--- src/rtl/ptbr_pkg.sv ---
// Shared constants and types for the 64-bit target burst read sequencer
package ptbr_pkg;

   // -----------------------------------------------------------------
   // Widths
   // -----------------------------------------------------------------
   localparam int ADDR_W = 32;
   localparam int DATA_W = 64;
   localparam int HALF_W = 32;
   localparam int CMD_W = 4;
   localparam int BE_W = 8;
   localparam int NUM_WIN = 2;
   localparam int FIFO_DEPTH = 8;
   localparam int FIFO_AW = 3;

   // -----------------------------------------------------------------
   // Bus commands served (memory reads)
   // -----------------------------------------------------------------
   localparam logic [CMD_W-1:0] CMD_MEM_READ = 4'h6;
   localparam logic [CMD_W-1:0] CMD_MEM_READ_MULT = 4'hC;
   localparam logic [CMD_W-1:0] CMD_MEM_READ_LINE = 4'hE;

   // -----------------------------------------------------------------
   // Reset and idle values, and the FIFO room threshold
   // -----------------------------------------------------------------
   localparam logic [DATA_W-1:0] DATA_RST = 64'h0000_0000_0000_0000;
   localparam logic [ADDR_W-1:0] ADDR_RST = 32'h0000_0000;
   localparam logic [NUM_WIN-1:0] WIN_NONE = 2'h0;
   localparam logic [FIFO_AW:0] FIFO_ROOM_MAX = 4'h6;

   // -----------------------------------------------------------------
   // Sequencer states
   // -----------------------------------------------------------------
   typedef enum logic [6:0] {
      ST_IDLE = 7'h01,
      ST_DECODE = 7'h02,
      ST_MATCH = 7'h04,
      ST_DATA = 7'h08,
      ST_TURN = 7'h10,
      ST_RELEASE = 7'h20,
      ST_IGNORE = 7'h40
   } ptbr_state_t;

endpackage

--- src/rtl/ptbr_fifo.sv ---
// Flip-flop FIFO between the back-end read data and the bus data lines
`timescale 1ns/1ns

module ptbr_fifo #(
   parameter int WIDTH = 64,
   parameter int DEPTH = 8,
   parameter int AW = 3
) (
   input wire logic sys_clk,
   input wire logic rst_b,
   input wire logic flush,
   input wire logic inValid,
   output logic inReady,
   input wire logic [WIDTH-1:0] inData,
   output logic outValid,
   input wire logic outReady,
   output logic [WIDTH-1:0] outData,
   output logic [AW:0] level
);

   logic [WIDTH-1:0] mem_ff [DEPTH];
   logic [AW-1:0] wrPtr_ff;
   logic [AW-1:0] rdPtr_ff;
   logic [AW:0] count_ff;
   logic doPush;
   logic doPop;

   assign inReady = (count_ff != DEPTH[AW:0]);
   assign outValid = (count_ff != '0);
   assign outData = mem_ff[rdPtr_ff];
   assign level = count_ff;
   assign doPush = inValid && inReady;
   assign doPop = outReady && outValid;

   // -----------------------------------------------------------------
   // Storage
   // -----------------------------------------------------------------
   always_ff @(posedge sys_clk) begin
      if (doPush) begin
         mem_ff[wrPtr_ff] <= inData;
      end
   end

   // -----------------------------------------------------------------
   // Pointers and fill level
   // -----------------------------------------------------------------
   always_ff @(posedge sys_clk) begin
      if (!rst_b || flush) begin
         wrPtr_ff <= '0;
         rdPtr_ff <= '0;
         count_ff <= '0;
      end else begin
         if (doPush) begin
            wrPtr_ff <= wrPtr_ff + 1'b1;
         end
         if (doPop) begin
            rdPtr_ff <= rdPtr_ff + 1'b1;
         end
         if (doPush && !doPop) begin
            count_ff <= count_ff + 1'b1;
         end else if (doPop && !doPush) begin
            count_ff <= count_ff - 1'b1;
         end
      end
   end

endmodule

--- src/rtl/ptbr_target.sv ---
// Target-side sequencer for 64-bit burst reads toward a local back-end
`timescale 1ns/1ns

// Behaviour
// - 32-bit burst follows the 32-bit sequence; upper data half is ignored.
// - Second clock: decode, present captured address, raise wide flag if requested.
// - Third clock: window-match outputs driven on a base window hit.
// - Slow select: devseln and ack64n one clock after window match.
// - One cycle after ready seen, low strobe asserts (high strobe too on a 64-bit burst); back-end drives first QWORD.
// - trdyn and bus data only after ready on both preceding cycles.
// - irdyn and ready both asserted last cycle keep strobes asserted.
// - Turnaround: release ad, deassert devseln, ack64n, trdyn; clear match, strobes.
// - Idle clock after turnaround: stop driving devseln, ack64n and trdyn.
module ptbr_target (
   input wire logic sys_clk,
   input wire logic rst_b,
   input wire logic frameN,
   input wire logic req64N,
   input wire logic irdyN,
   input wire logic [ptbr_pkg::DATA_W-1:0] adIn,
   input wire logic [ptbr_pkg::BE_W-1:0] cbeN,
   output logic [ptbr_pkg::DATA_W-1:0] adOut,
   output logic adLowOe,
   output logic adHighOe,
   output logic devselNOut,
   output logic devselNOe,
   output logic ack64NOut,
   output logic ack64NOe,
   output logic trdyNOut,
   output logic trdyNOe,
   input wire logic selectResponseSpeed,
   input wire logic [ptbr_pkg::NUM_WIN*ptbr_pkg::ADDR_W-1:0] windowBase,
   input wire logic [ptbr_pkg::NUM_WIN*ptbr_pkg::ADDR_W-1:0] windowMask,
   input wire logic [ptbr_pkg::NUM_WIN-1:0] windowEnable,
   output logic [ptbr_pkg::ADDR_W-1:0] targetAddrToBackend,
   output logic [ptbr_pkg::CMD_W-1:0] commandToBackend,
   output logic wideTransferRequestFlag,
   output logic [ptbr_pkg::NUM_WIN-1:0] windowMatch,
   input wire logic backendReadyN,
   input wire logic [ptbr_pkg::DATA_W-1:0] localDataIn,
   output logic lowDwordTransferN,
   output logic highDwordTransferN
);

   ptbr_pkg::ptbr_state_t state_ff;
   ptbr_pkg::ptbr_state_t nxt_state;
   logic frameD1_ff;
   logic [ptbr_pkg::ADDR_W-1:0] addr_ff;
   logic [ptbr_pkg::CMD_W-1:0] cmd_ff;
   logic wide_ff;
   logic [ptbr_pkg::NUM_WIN-1:0] match_ff;
   logic devselN_ff;
   logic ack64N_ff;
   logic trdyN_ff;
   logic selOe_ff;
   logic ackOe_ff;
   logic [ptbr_pkg::DATA_W-1:0] ad_ff;
   logic adLowOe_ff;
   logic adHighOe_ff;
   logic lowXferN_ff;
   logic highXferN_ff;
   logic started_ff;
   logic rdyD1_ff;
   logic [ptbr_pkg::NUM_WIN-1:0] hitVec;
   logic isRead;
   logic frameStart;
   logic phaseDone;
   logic lastDone;
   logic rdyNow;
   logic pushNow;
   logic loadSlot;
   logic nxt_load;
   logic nxt_strobe;
   logic bypass;
   logic fifoInValid;
   logic fifoInReady;
   logic fifoOutValid;
   logic fifoOutReady;
   logic [ptbr_pkg::DATA_W-1:0] fifoOutData;
   logic [ptbr_pkg::FIFO_AW:0] fifoLevel;
   logic fifoFlush;
   logic [ptbr_pkg::DATA_W-1:0] loadData;

   // -----------------------------------------------------------------
   // Address decode
   // -----------------------------------------------------------------
   generate
      for (genvar w = 0; w < ptbr_pkg::NUM_WIN; w++) begin : g_win
         assign hitVec[w] = windowEnable[w] &&
            ((addr_ff & windowMask[w*ptbr_pkg::ADDR_W +: ptbr_pkg::ADDR_W]) ==
             (windowBase[w*ptbr_pkg::ADDR_W +: ptbr_pkg::ADDR_W] &
              windowMask[w*ptbr_pkg::ADDR_W +: ptbr_pkg::ADDR_W]));
      end
   endgenerate

   assign isRead = (cmd_ff == ptbr_pkg::CMD_MEM_READ) ||
                   (cmd_ff == ptbr_pkg::CMD_MEM_READ_MULT) ||
                   (cmd_ff == ptbr_pkg::CMD_MEM_READ_LINE);
   assign frameStart = !frameN && frameD1_ff;
   assign rdyNow = !backendReadyN;
   assign phaseDone = !trdyN_ff && !irdyN;
   // Final phase is the one taken while the master has framen high
   assign lastDone = phaseDone && frameN;
   assign pushNow = !lowXferN_ff;

   // -----------------------------------------------------------------
   // Sequencer
   // -----------------------------------------------------------------
   always_comb begin
      nxt_state = state_ff;
      unique case (state_ff)
         ptbr_pkg::ST_IDLE: begin
            if (frameStart) begin
               nxt_state = ptbr_pkg::ST_DECODE;
            end
         end
         ptbr_pkg::ST_DECODE: begin
            if (isRead && (hitVec != ptbr_pkg::WIN_NONE)) begin
               nxt_state = ptbr_pkg::ST_MATCH;
            end else begin
               nxt_state = ptbr_pkg::ST_IGNORE;
            end
         end
         ptbr_pkg::ST_MATCH: begin
            nxt_state = ptbr_pkg::ST_DATA;
         end
         ptbr_pkg::ST_DATA: begin
            if (lastDone) begin
               nxt_state = ptbr_pkg::ST_TURN;
            end
         end
         ptbr_pkg::ST_TURN: begin
            nxt_state = ptbr_pkg::ST_RELEASE;
         end
         ptbr_pkg::ST_RELEASE: begin
            nxt_state = ptbr_pkg::ST_IDLE;
         end
         ptbr_pkg::ST_IGNORE: begin
            if (frameN && irdyN) begin
               nxt_state = ptbr_pkg::ST_IDLE;
            end
         end
         default: begin
            nxt_state = ptbr_pkg::ST_IDLE;
         end
      endcase
   end

   always_ff @(posedge sys_clk) begin
      if (!rst_b) begin
         state_ff <= ptbr_pkg::ST_IDLE;
         frameD1_ff <= 1'b1;
      end else begin
         state_ff <= nxt_state;
         frameD1_ff <= frameN;
      end
   end

   // -----------------------------------------------------------------
   // Address phase capture toward the back-end
   // -----------------------------------------------------------------
   always_ff @(posedge sys_clk) begin
      if (!rst_b) begin
         addr_ff <= ptbr_pkg::ADDR_RST;
         cmd_ff <= '0;
         wide_ff <= 1'b0;
      end else if (state_ff == ptbr_pkg::ST_IDLE && frameStart) begin
         addr_ff <= adIn[ptbr_pkg::ADDR_W-1:0];
         cmd_ff <= cbeN[ptbr_pkg::CMD_W-1:0];
         wide_ff <= !req64N;
      end else if (state_ff == ptbr_pkg::ST_RELEASE || state_ff == ptbr_pkg::ST_IGNORE) begin
         wide_ff <= 1'b0;
      end
   end

   // -----------------------------------------------------------------
   // Window match
   // -----------------------------------------------------------------
   always_ff @(posedge sys_clk) begin
      if (!rst_b) begin
         match_ff <= ptbr_pkg::WIN_NONE;
      end else if (state_ff == ptbr_pkg::ST_DECODE) begin
         match_ff <= isRead ? hitVec : ptbr_pkg::WIN_NONE;
      end else if (lastDone || state_ff == ptbr_pkg::ST_IGNORE) begin
         match_ff <= ptbr_pkg::WIN_NONE;
      end
   end

   // -----------------------------------------------------------------
   // Select and 64-bit acknowledge
   // -----------------------------------------------------------------
   always_ff @(posedge sys_clk) begin
      if (!rst_b) begin
         devselN_ff <= 1'b1;
         ack64N_ff <= 1'b1;
         selOe_ff <= 1'b0;
         ackOe_ff <= 1'b0;
      end else if ((state_ff == ptbr_pkg::ST_MATCH && selectResponseSpeed) ||
                   (state_ff == ptbr_pkg::ST_DECODE && !selectResponseSpeed &&
                    isRead && hitVec != ptbr_pkg::WIN_NONE)) begin
         devselN_ff <= 1'b0;
         selOe_ff <= 1'b1;
         ack64N_ff <= !wide_ff;
         ackOe_ff <= wide_ff;
      end else if (lastDone) begin
         devselN_ff <= 1'b1;
         ack64N_ff <= 1'b1;
      end else if (state_ff == ptbr_pkg::ST_TURN) begin
         selOe_ff <= 1'b0;
         ackOe_ff <= 1'b0;
      end
   end

   // -----------------------------------------------------------------
   // Back-end ready history
   // -----------------------------------------------------------------
   always_ff @(posedge sys_clk) begin
      if (!rst_b) begin
         rdyD1_ff <= 1'b0;
      end else begin
         rdyD1_ff <= rdyNow && (state_ff == ptbr_pkg::ST_DATA);
      end
   end

   // -----------------------------------------------------------------
   // Local transfer strobes
   // -----------------------------------------------------------------
   // First strobe needs only ready; later ones need irdyn with ready,
   // and two free FIFO slots so a fetched QWORD always has a home
   assign nxt_strobe = (state_ff == ptbr_pkg::ST_DATA) && rdyNow && !lastDone &&
                       (!started_ff || !irdyN) &&
                       (fifoLevel <= ptbr_pkg::FIFO_ROOM_MAX);

   always_ff @(posedge sys_clk) begin
      if (!rst_b) begin
         lowXferN_ff <= 1'b1;
         highXferN_ff <= 1'b1;
         started_ff <= 1'b0;
      end else begin
         lowXferN_ff <= !nxt_strobe;
         highXferN_ff <= !(nxt_strobe && wide_ff);
         if (state_ff != ptbr_pkg::ST_DATA) begin
            started_ff <= 1'b0;
         end else if (nxt_strobe) begin
            started_ff <= 1'b1;
         end
      end
   end

   // -----------------------------------------------------------------
   // Read data path
   // -----------------------------------------------------------------
   // An empty FIFO passes the QWORD being fetched straight to the bus
   assign loadSlot = (state_ff == ptbr_pkg::ST_DATA) && (trdyN_ff || !irdyN) && !lastDone;
   assign nxt_load = loadSlot && rdyD1_ff && rdyNow &&
                     (fifoOutValid || pushNow);
   assign bypass = nxt_load && !fifoOutValid;
   assign loadData = fifoOutValid ? fifoOutData : localDataIn;
   assign fifoInValid = pushNow && !bypass && fifoInReady;
   assign fifoOutReady = nxt_load && fifoOutValid;
   assign fifoFlush = (state_ff == ptbr_pkg::ST_TURN);

   ptbr_fifo #(
      .WIDTH(ptbr_pkg::DATA_W),
      .DEPTH(ptbr_pkg::FIFO_DEPTH),
      .AW(ptbr_pkg::FIFO_AW)
   ) u_fifo (
      .sys_clk(sys_clk),
      .rst_b(rst_b),
      .flush(fifoFlush),
      .inValid(fifoInValid),
      .inReady(fifoInReady),
      .inData(localDataIn),
      .outValid(fifoOutValid),
      .outReady(fifoOutReady),
      .outData(fifoOutData),
      .level(fifoLevel)
   );

   always_ff @(posedge sys_clk) begin
      if (!rst_b) begin
         trdyN_ff <= 1'b1;
         ad_ff <= ptbr_pkg::DATA_RST;
      end else if (nxt_load) begin
         trdyN_ff <= 1'b0;
         ad_ff <= wide_ff ? loadData :
                  {{ptbr_pkg::HALF_W{1'b0}}, loadData[ptbr_pkg::HALF_W-1:0]};
      end else if (loadSlot || lastDone) begin
         trdyN_ff <= 1'b1;
      end
   end

   // -----------------------------------------------------------------
   // Drive enables for the low and high data lines
   // -----------------------------------------------------------------
   always_ff @(posedge sys_clk) begin
      if (!rst_b) begin
         adLowOe_ff <= 1'b0;
         adHighOe_ff <= 1'b0;
      end else if (state_ff == ptbr_pkg::ST_MATCH) begin
         adLowOe_ff <= 1'b1;
         adHighOe_ff <= wide_ff;
      end else if (lastDone || state_ff != ptbr_pkg::ST_DATA) begin
         adLowOe_ff <= 1'b0;
         adHighOe_ff <= 1'b0;
      end
   end

   // -----------------------------------------------------------------
   // Outputs
   // -----------------------------------------------------------------
   assign adOut = ad_ff;
   assign adLowOe = adLowOe_ff;
   assign adHighOe = adHighOe_ff;
   assign devselNOut = devselN_ff;
   assign devselNOe = selOe_ff;
   assign trdyNOut = trdyN_ff;
   assign trdyNOe = selOe_ff;
   assign ack64NOut = ack64N_ff;
   assign ack64NOe = ackOe_ff;
   assign targetAddrToBackend = addr_ff;
   assign commandToBackend = cmd_ff;
   assign wideTransferRequestFlag = wide_ff;
   assign windowMatch = match_ff;
   assign lowDwordTransferN = lowXferN_ff;
   assign highDwordTransferN = highXferN_ff;

endmodule

--- config.mk ---
export PLATFORM = sky130hd
export DESIGN_NAME = ptbr_target
export DESIGN_NICKNAME = d
export VERILOG_FILES = /design/src/rtl/ptbr_pkg.sv /design/src/rtl/ptbr_fifo.sv /design/src/rtl/ptbr_target.sv
export SDC_FILE = /design/constraint.sdc
export NUM_CORES = 1
export LEC_CHECK = 0
export BUFFER_PORTS_ARGS = -buffer_cell sky130_fd_sc_hd__buf_2
export CAP_MARGIN = 40
export CORE_MARGIN = 4
export CORE_UTILIZATION = 50
export DETAILED_ROUTE_END_ITERATION = 7
export PLACE_DENSITY = 0.73
export SLEW_MARGIN = 10
export SYNTH_ARGS = -nofsm -noshare
export SYNTH_HDL_FRONTEND = slang
export SYNTH_SLANG_ARGS = --single-unit
--- constraint.sdc ---
create_clock -name sys_clk -period 8.9 [get_ports sys_clk]
set_input_delay 1.78 -clock sys_clk [delete_from_list [all_inputs] [get_ports sys_clk]]
set_output_delay 1.78 -clock sys_clk [all_outputs]
set_load 0.01 [all_outputs]
# [Word level (Yosys, flattened, before mapping)]
# Memory sizes are Yosys's and may differ from the RTL's. A register that Yosys moved wholly into a read port is not among the register bits.
# Cells that the tools add are included.
[totals] mem_count=1 ram_bits=512 regBits=132
[memory_table] memory="u_fifo.mem_ff" depth=8 word_bits=64 read_ports=1 rd_ports_with_merged_regs=1 write_ports=1 line_no="ptbr_fifo.sv:21" rtl="logic [WIDTH-1:0] mem_ff [DEPTH];"
[classes] bitwise=5 magnitude_cmp=1 n_addsub=4 n_reduce_logical=70 n_eq_ne=18 mux=30
[op_table] op="bitwise AND 32 bit" count=4
[op_table] op="2-to-1 mux 64 bit" count=2
[op_table] op="equality test 32 bit" count=2
[op_table] op="case mux 7 bit (6 select lines)" count=1
[op_table] op="logical AND 1 bit" count=30
[op_table] op="2-to-1 mux 7 bit" count=4
[op_table] op="zero test 1 bit" count=17
[op_table] op="2-to-1 mux 1 bit" count=16
[op_table] op="nonzero test 2 bit" count=8
[op_table] op="logical OR 1 bit" count=11
[op_table] op="equality test 4 bit (second input constant)" count=2
[op_table] op="2-to-1 mux 4 bit" count=2
[op_table] op="equality test 7 x 1 -> 1 bit (second input constant)" count=1
[op_table] op="equality test 7 x 2 -> 1 bit (second input constant)" count=1
[op_table] op="equality test 7 x 3 -> 1 bit (second input constant)" count=1
[op_table] op="equality test 7 x 4 -> 1 bit (second input constant)" count=1
[op_table] op="equality test 7 x 5 -> 1 bit (second input constant)" count=1
[op_table] op="equality test 7 x 6 -> 1 bit (second input constant)" count=1
[op_table] op="equality test 7 bit (second input constant)" count=1
[op_table] op="!= test 7 x 4 -> 1 bit (second input constant)" count=1
[op_table] op="adder 3 x 1 -> 3 bit (second input constant)" count=2
[op_table] op="2-to-1 mux 2 bit" count=3
[op_table] op="2-to-1 mux 3 bit" count=2
[op_table] op="!= test 2 bit (second input constant)" count=3
[op_table] op="11 further kinds" count=11

# [Depth between registers and ports, before layout]
[logic_depth] ltp_word=17 mapped_depth=15 mapped_depth_nobuf=13

# [By module]
# Synthesis repeated with hierarchy kept, for this count alone.
[unflattened] hier_cells=1513 hier_area_um2=25949.9
[by_module_without_submodules] module="ptbr_fifo" seq_area_each_um2=15635.0 area_per_inst_um2=19811.5 cells_per_inst=814 instances=1
[by_module_without_submodules] module="ptbr_target" seq_area_each_um2=2442.3 area_per_inst_um2=6138.4 cells_per_inst=699 instances=1

# [Least setup slack after synthesis]
# No wires, ideal clock.
[synth_timing] path_type="input port to flip-flop" from="in frameN" to="mem u_fifo.mem_ff[4][0], enable pin" slack_ns=0.761 path_stages=7 required_ns=8.322 setup_ns=0.578 t_arrival_ns=7.561 cell_sequence="clkbuf_1 -> nor2_1 -> o21ai_0 -> o21ai_0 -> a21oi_1 -> nand2b_1 -> nor3b_1"
[synth_via] elab_chain_cells=13
[synth_lines] item="from (decl)" line_no="ptbr_target.sv:17" rtl="input wire logic frameN,"
[synth_lines] item="logical AND 1 bit" line_no="ptbr_target.sv:103" rtl="assign lastDone = phaseDone && frameN;"
[synth_lines] item="zero test 1 bit" line_no="ptbr_target.sv:254" rtl="assign loadSlot = (state_ff == ptbr_pkg::ST_DATA) && (trdyN_ff || !irdyN) && !lastDone;"
[synth_lines] item="logical AND 1 bit" line_no="ptbr_target.sv:254"
[synth_lines] item="logical AND 1 bit (3 in a row)" line_no="ptbr_target.sv:255" rtl="assign nxt_load = loadSlot && rdyD1_ff && rdyNow &&"
[synth_lines] item="logical AND 1 bit" line_no="ptbr_target.sv:257" rtl="assign bypass = nxt_load && !fifoOutValid;"
[synth_lines] item="zero test 1 bit" line_no="ptbr_target.sv:259" rtl="assign fifoInValid = pushNow && !bypass && fifoInReady;"
[synth_lines] item="logical AND 1 bit (2 in a row)" line_no="ptbr_target.sv:259"
[synth_lines] item="logical AND 1 bit" line_no="ptbr_fifo.sv:32" rtl="assign doPush = inValid && inReady;"
[synth_lines] item="named net u_fifo.doPush" line_no="ptbr_fifo.sv:25" rtl="logic doPush;"
[synth_lines] item="2-to-1 mux 1 bit" line_no="ptbr_fifo.sv:39" rtl="if (doPush) begin"
[synth_lines] item="2-to-1 mux 1 bit (not written as such)" line_no="ptbr_fifo.sv:40" rtl="mem_ff[wrPtr_ff] <= inData;"
[synth_lines] item="to (decl)" line_no="ptbr_fifo.sv:21"
# The timed path passes the listed nets, and every way through them passes these cells.

# [Worst setup path in the final report]
[layout_timing] from="in frameN" to="mem u_fifo.mem_ff[7][1], enable pin"
# The elaborated chain is that of the path after synthesis.

==> impl_metrics.env <==
export IMPL_power_uw=6330
export IMPL_power_frac_comb=0.034
export IMPL_p_switching_uw=1290
export IMPL_path_depth=8
export IMPL_powerDensity_nw_per_um2=204
export IMPL_die_area_um2=56400
export IMPL_fin_cells=2769
export IMPL_antenna_found_initial=9
export IMPL_io_pins=386
export IMPL_avgViaCountPerCell=5.79
export IMPL_finalSetupViolations=0
export IMPL_layout_area_overhead_vs_synth_pct=18.0
export IMPL_pwr_share_clk=0.447
export IMPL_finalCriticalPeriod_ps=4470
export IMPL_dp_cells=2641
export IMPL_synth_area_um2=26300
export IMPL_avgRoutedWirePerCell_um=23.2
export IMPL_htreeDepth=3
export IMPL_worst_path_max_fanout=45
export IMPL_synth_avg_cell_area_um2=15.6
export IMPL_synth_cells=1692
export IMPL_dpl_hpwl_um=37700
export IMPL_ctsResizeCount=0
export IMPL_yosysTopAreaCellShare=0.584
export IMPL_max_stage_delay_ps=770
export IMPL_drcViolationCount=0
export IMPL_cts_tree="yes"
export IMPL_placed_area_um2=28800
export IMPL_core_area_um2=51700
export IMPL_cp_required_ps=9110
export IMPL_ys_seq_area_frac=0.687
export IMPL_ys_top_cells_by_area="edfxtp_1 (58%), dfxtp_1 (10%), mux4_2 (5.5%)"
export IMPL_gr_total_overflow=0
export IMPL_status="completed"
export IMPL_seq_power_share=0.520
export IMPL_timing_slew_headroom=0.163
export IMPL_cp_cell_sequence="buf_2 > nor2_1 > o21ai_0 > o21ai_0 > a21oi_1 > nand2_1 > nor2_4 > buf_4"
export IMPL_path_buf_inv=2
export IMPL_switching_share=0.204
export IMPL_crit_path_start_kind="input pin"
export IMPL_rsz0062_at_grt="false"
export IMPL_grt_max_degree=157
export IMPL_start_util=0.509
export IMPL_syn_nets=1971
export IMPL_fp_dieW_um=237
export IMPL_synthFlopType="edfxtp_1"
export IMPL_place_congestion=1.02
export IMPL_clock_root_buffer="clkbuf_16"
export IMPL_period_share=0.502
export IMPL_crit_path_end_kind="flop"
export IMPL_rows=83
export IMPL_antenna_left=0
export IMPL_post_route_util=0.601
export IMPL_hold_class="reg -> reg"
export IMPL_hold_depth=2
export IMPL_routed_wl_um=64300
export IMPL_initialDrtViolationCount=1215
export IMPL_synth_edf_count=512
export IMPL_via_count=16000
export IMPL_die_height_um=237
export IMPL_grt_pass1_wl_um=96800
export IMPL_clk_pin_slew_ps=60
export IMPL_synth_seq_cells=647
export IMPL_fmax_ghz=0.224
export IMPL_maxSlewViolCount=0
export IMPL_clock_latency_ps=600
export IMPL_grt_pass1_vias=16400
export IMPL_synth_cell_types=55
export IMPL_fin_nets=2309
export IMPL_firstDrtPassIters=5
export IMPL_numPortBuffers=349
export IMPL_crit_family="simple AND/OR/NAND/NOR gates"
export IMPL_cts_buffer_depth=3
export IMPL_fin_skew_ps=19.6
export IMPL_finalHoldViolations=0
export IMPL_drive_gt1_frac=0.317
export IMPL_setup_tns_ps=0
export IMPL_drv_cap=0
export IMPL_ctsHoldBuffers=0
export IMPL_synth_warnings=0
export IMPL_critPathKind="in -> reg"
export IMPL_grt_usage=0.223
export IMPL_cts_setup_buffers=0
export IMPL_crit_arrival_ps=4680
export IMPL_yosys_area_top_type="edfxtp_1"
export IMPL_cts_sinks=647
export IMPL_crit_top_cell="o21ai_0"
export IMPL_slowest_stage="buf_4"
export IMPL_internal_power_uw=5040
export IMPL_leakage_uw=0.0106
export IMPL_peakVddDrop_mv=0.122
export IMPL_design_area_um2=31100
export IMPL_tightest_slew_ps=1260
export IMPL_async_flop_share=0
export IMPL_cts_buffers=67
export IMPL_rr_worst_depth=7
[layout make-up]
cell class | count | area (um2)
clock inverters | 27 | 334
flip-flops and latches | 647 | 18100
well taps | 680 | 851
fillers | 3894 | 20600
multi-input cells | 932 | 7780
clock buffers | 96 | 1920
diodes | 5 | 12.5
inverters | 4 | 15.0
repair buffers | 378 | 2060
[per-layer routing]
layer | global-route usage | vias up | routed length (um)
li1 | - | 7314 | -
met1 | 0.287 | 8037 | 25700
met2 | 0.388 | 591 | 33000
met3 | 0.0412 | 84 | 4080
met4 | 0.0727 | 6 | 1580
met5 | 0 | - | 37
[synthesized netlist by cell type (all sizes together), types with 5 or more instances]
cell type  instances
a22oi             26
and2              40
xor2              67
a21boi            37
mux2              65
a21oi             71
dfxtp            135
xnor2              5
nand2            123
nand4              7
ha                 5
nor2              28
buf               47
edfxtp           512
nor3              38
nor3b              7
nand3              7
o221ai            65
mux4              64
clkbuf            62
mux2i            100
o21ai             72
o221a             32
o21bai            33
[through the flow]
stage               hold slack, ps  worst slack, ps
finish                         479             4430
global route                   500             4200
CTS                            480             4480
detailed placement             470             3880
global placement               454             3930
floorplan                      441              761
[cells in the final DEF, fill, tap and decap left out, types with 9 or more instances in the layout]
cell	Yosys	routed
o21bai_1	33	33
mux4_2	64	64
buf_2	29	348
clkbuf_1	60	18
buf_4	3	24
nor2_1	28	26
dfxtp_1	135	132
nor3_1	37	35
o221a_2	32	32
o21ai_1	30	30
mux2i_1	100	100
o221ai_1	65	65
clkbuf_8	0	9
nand2_1	123	122
and2_1	40	40
xor2_1	67	67
a21boi_0	37	37
a21oi_1	70	70
edfxtp_1	512	512
clkbuf_16	0	69
a22oi_1	26	26
mux2_2	65	65
o21ai_0	42	42
[worst register-to-register path, delay by kind of cell (launching register included)]
family / cells / cell delay (ps)
AOI/OAI and AO/OA: 2 / 620
buffers and inverters: 1 / 780
DFF: 1 / 420
and+or+nand+nor: 4 / 1250
[path summary, 6_finish.rpt]
check / to / slack (ps) / start
setup / recovery: u_fifo.mem_ff[7][1]$_DFFE_PP_ / 4430 / frameN
hold / removal: ack64NOe$_SDFFE_PN0P_ / 480 / ack64NOe$_SDFFE_PN0P_
setup reg to reg: u_fifo.mem_ff[7][1]$_DFFE_PP_ / 5400 / state_ff[0]$_SDFFE_PN1P_
hold reg to reg: ack64NOe$_SDFFE_PN0P_ / 480 / ack64NOe$_SDFFE_PN0P_
[flip-flops by register name, summed over array words and instances (netlist names), 2 cells and up, named ones only]
name	cells
targetAddrToBackend	32
u_fifo.rdPtr_ff	3
u_fifo.mem_ff	512
u_fifo.wrPtr_ff	3
state_ff	7
commandToBackend	4
windowMatch	2
u_fifo.level	4
adOut	64
[power by group through the flow]
stage	clock network, uW	registers [uW]	logic [uW]
after floorplan	0	3350	77.4
final	2830	3290	214
after detailed placement	0	3350	214
after global routing	3010	3290	235
after global placement	0	3350	204
after CTS	2880	3290	215
[cell families (layout without fill, tap and decap cells)]
family,Yosys count,after routing,share of synthesized area
flops,647,647,0.687
mux,229,229,0.121
other cells,0,5,0
fa+ha+maj,6,6,0.00314
buf+inv,113,505,0.0200
simple gates,273,273,0.0502
compound gates,352,352,0.0953
xor+xnor,72,72,0.0240
No activity file was read; power rests on OpenSTA's default activity.
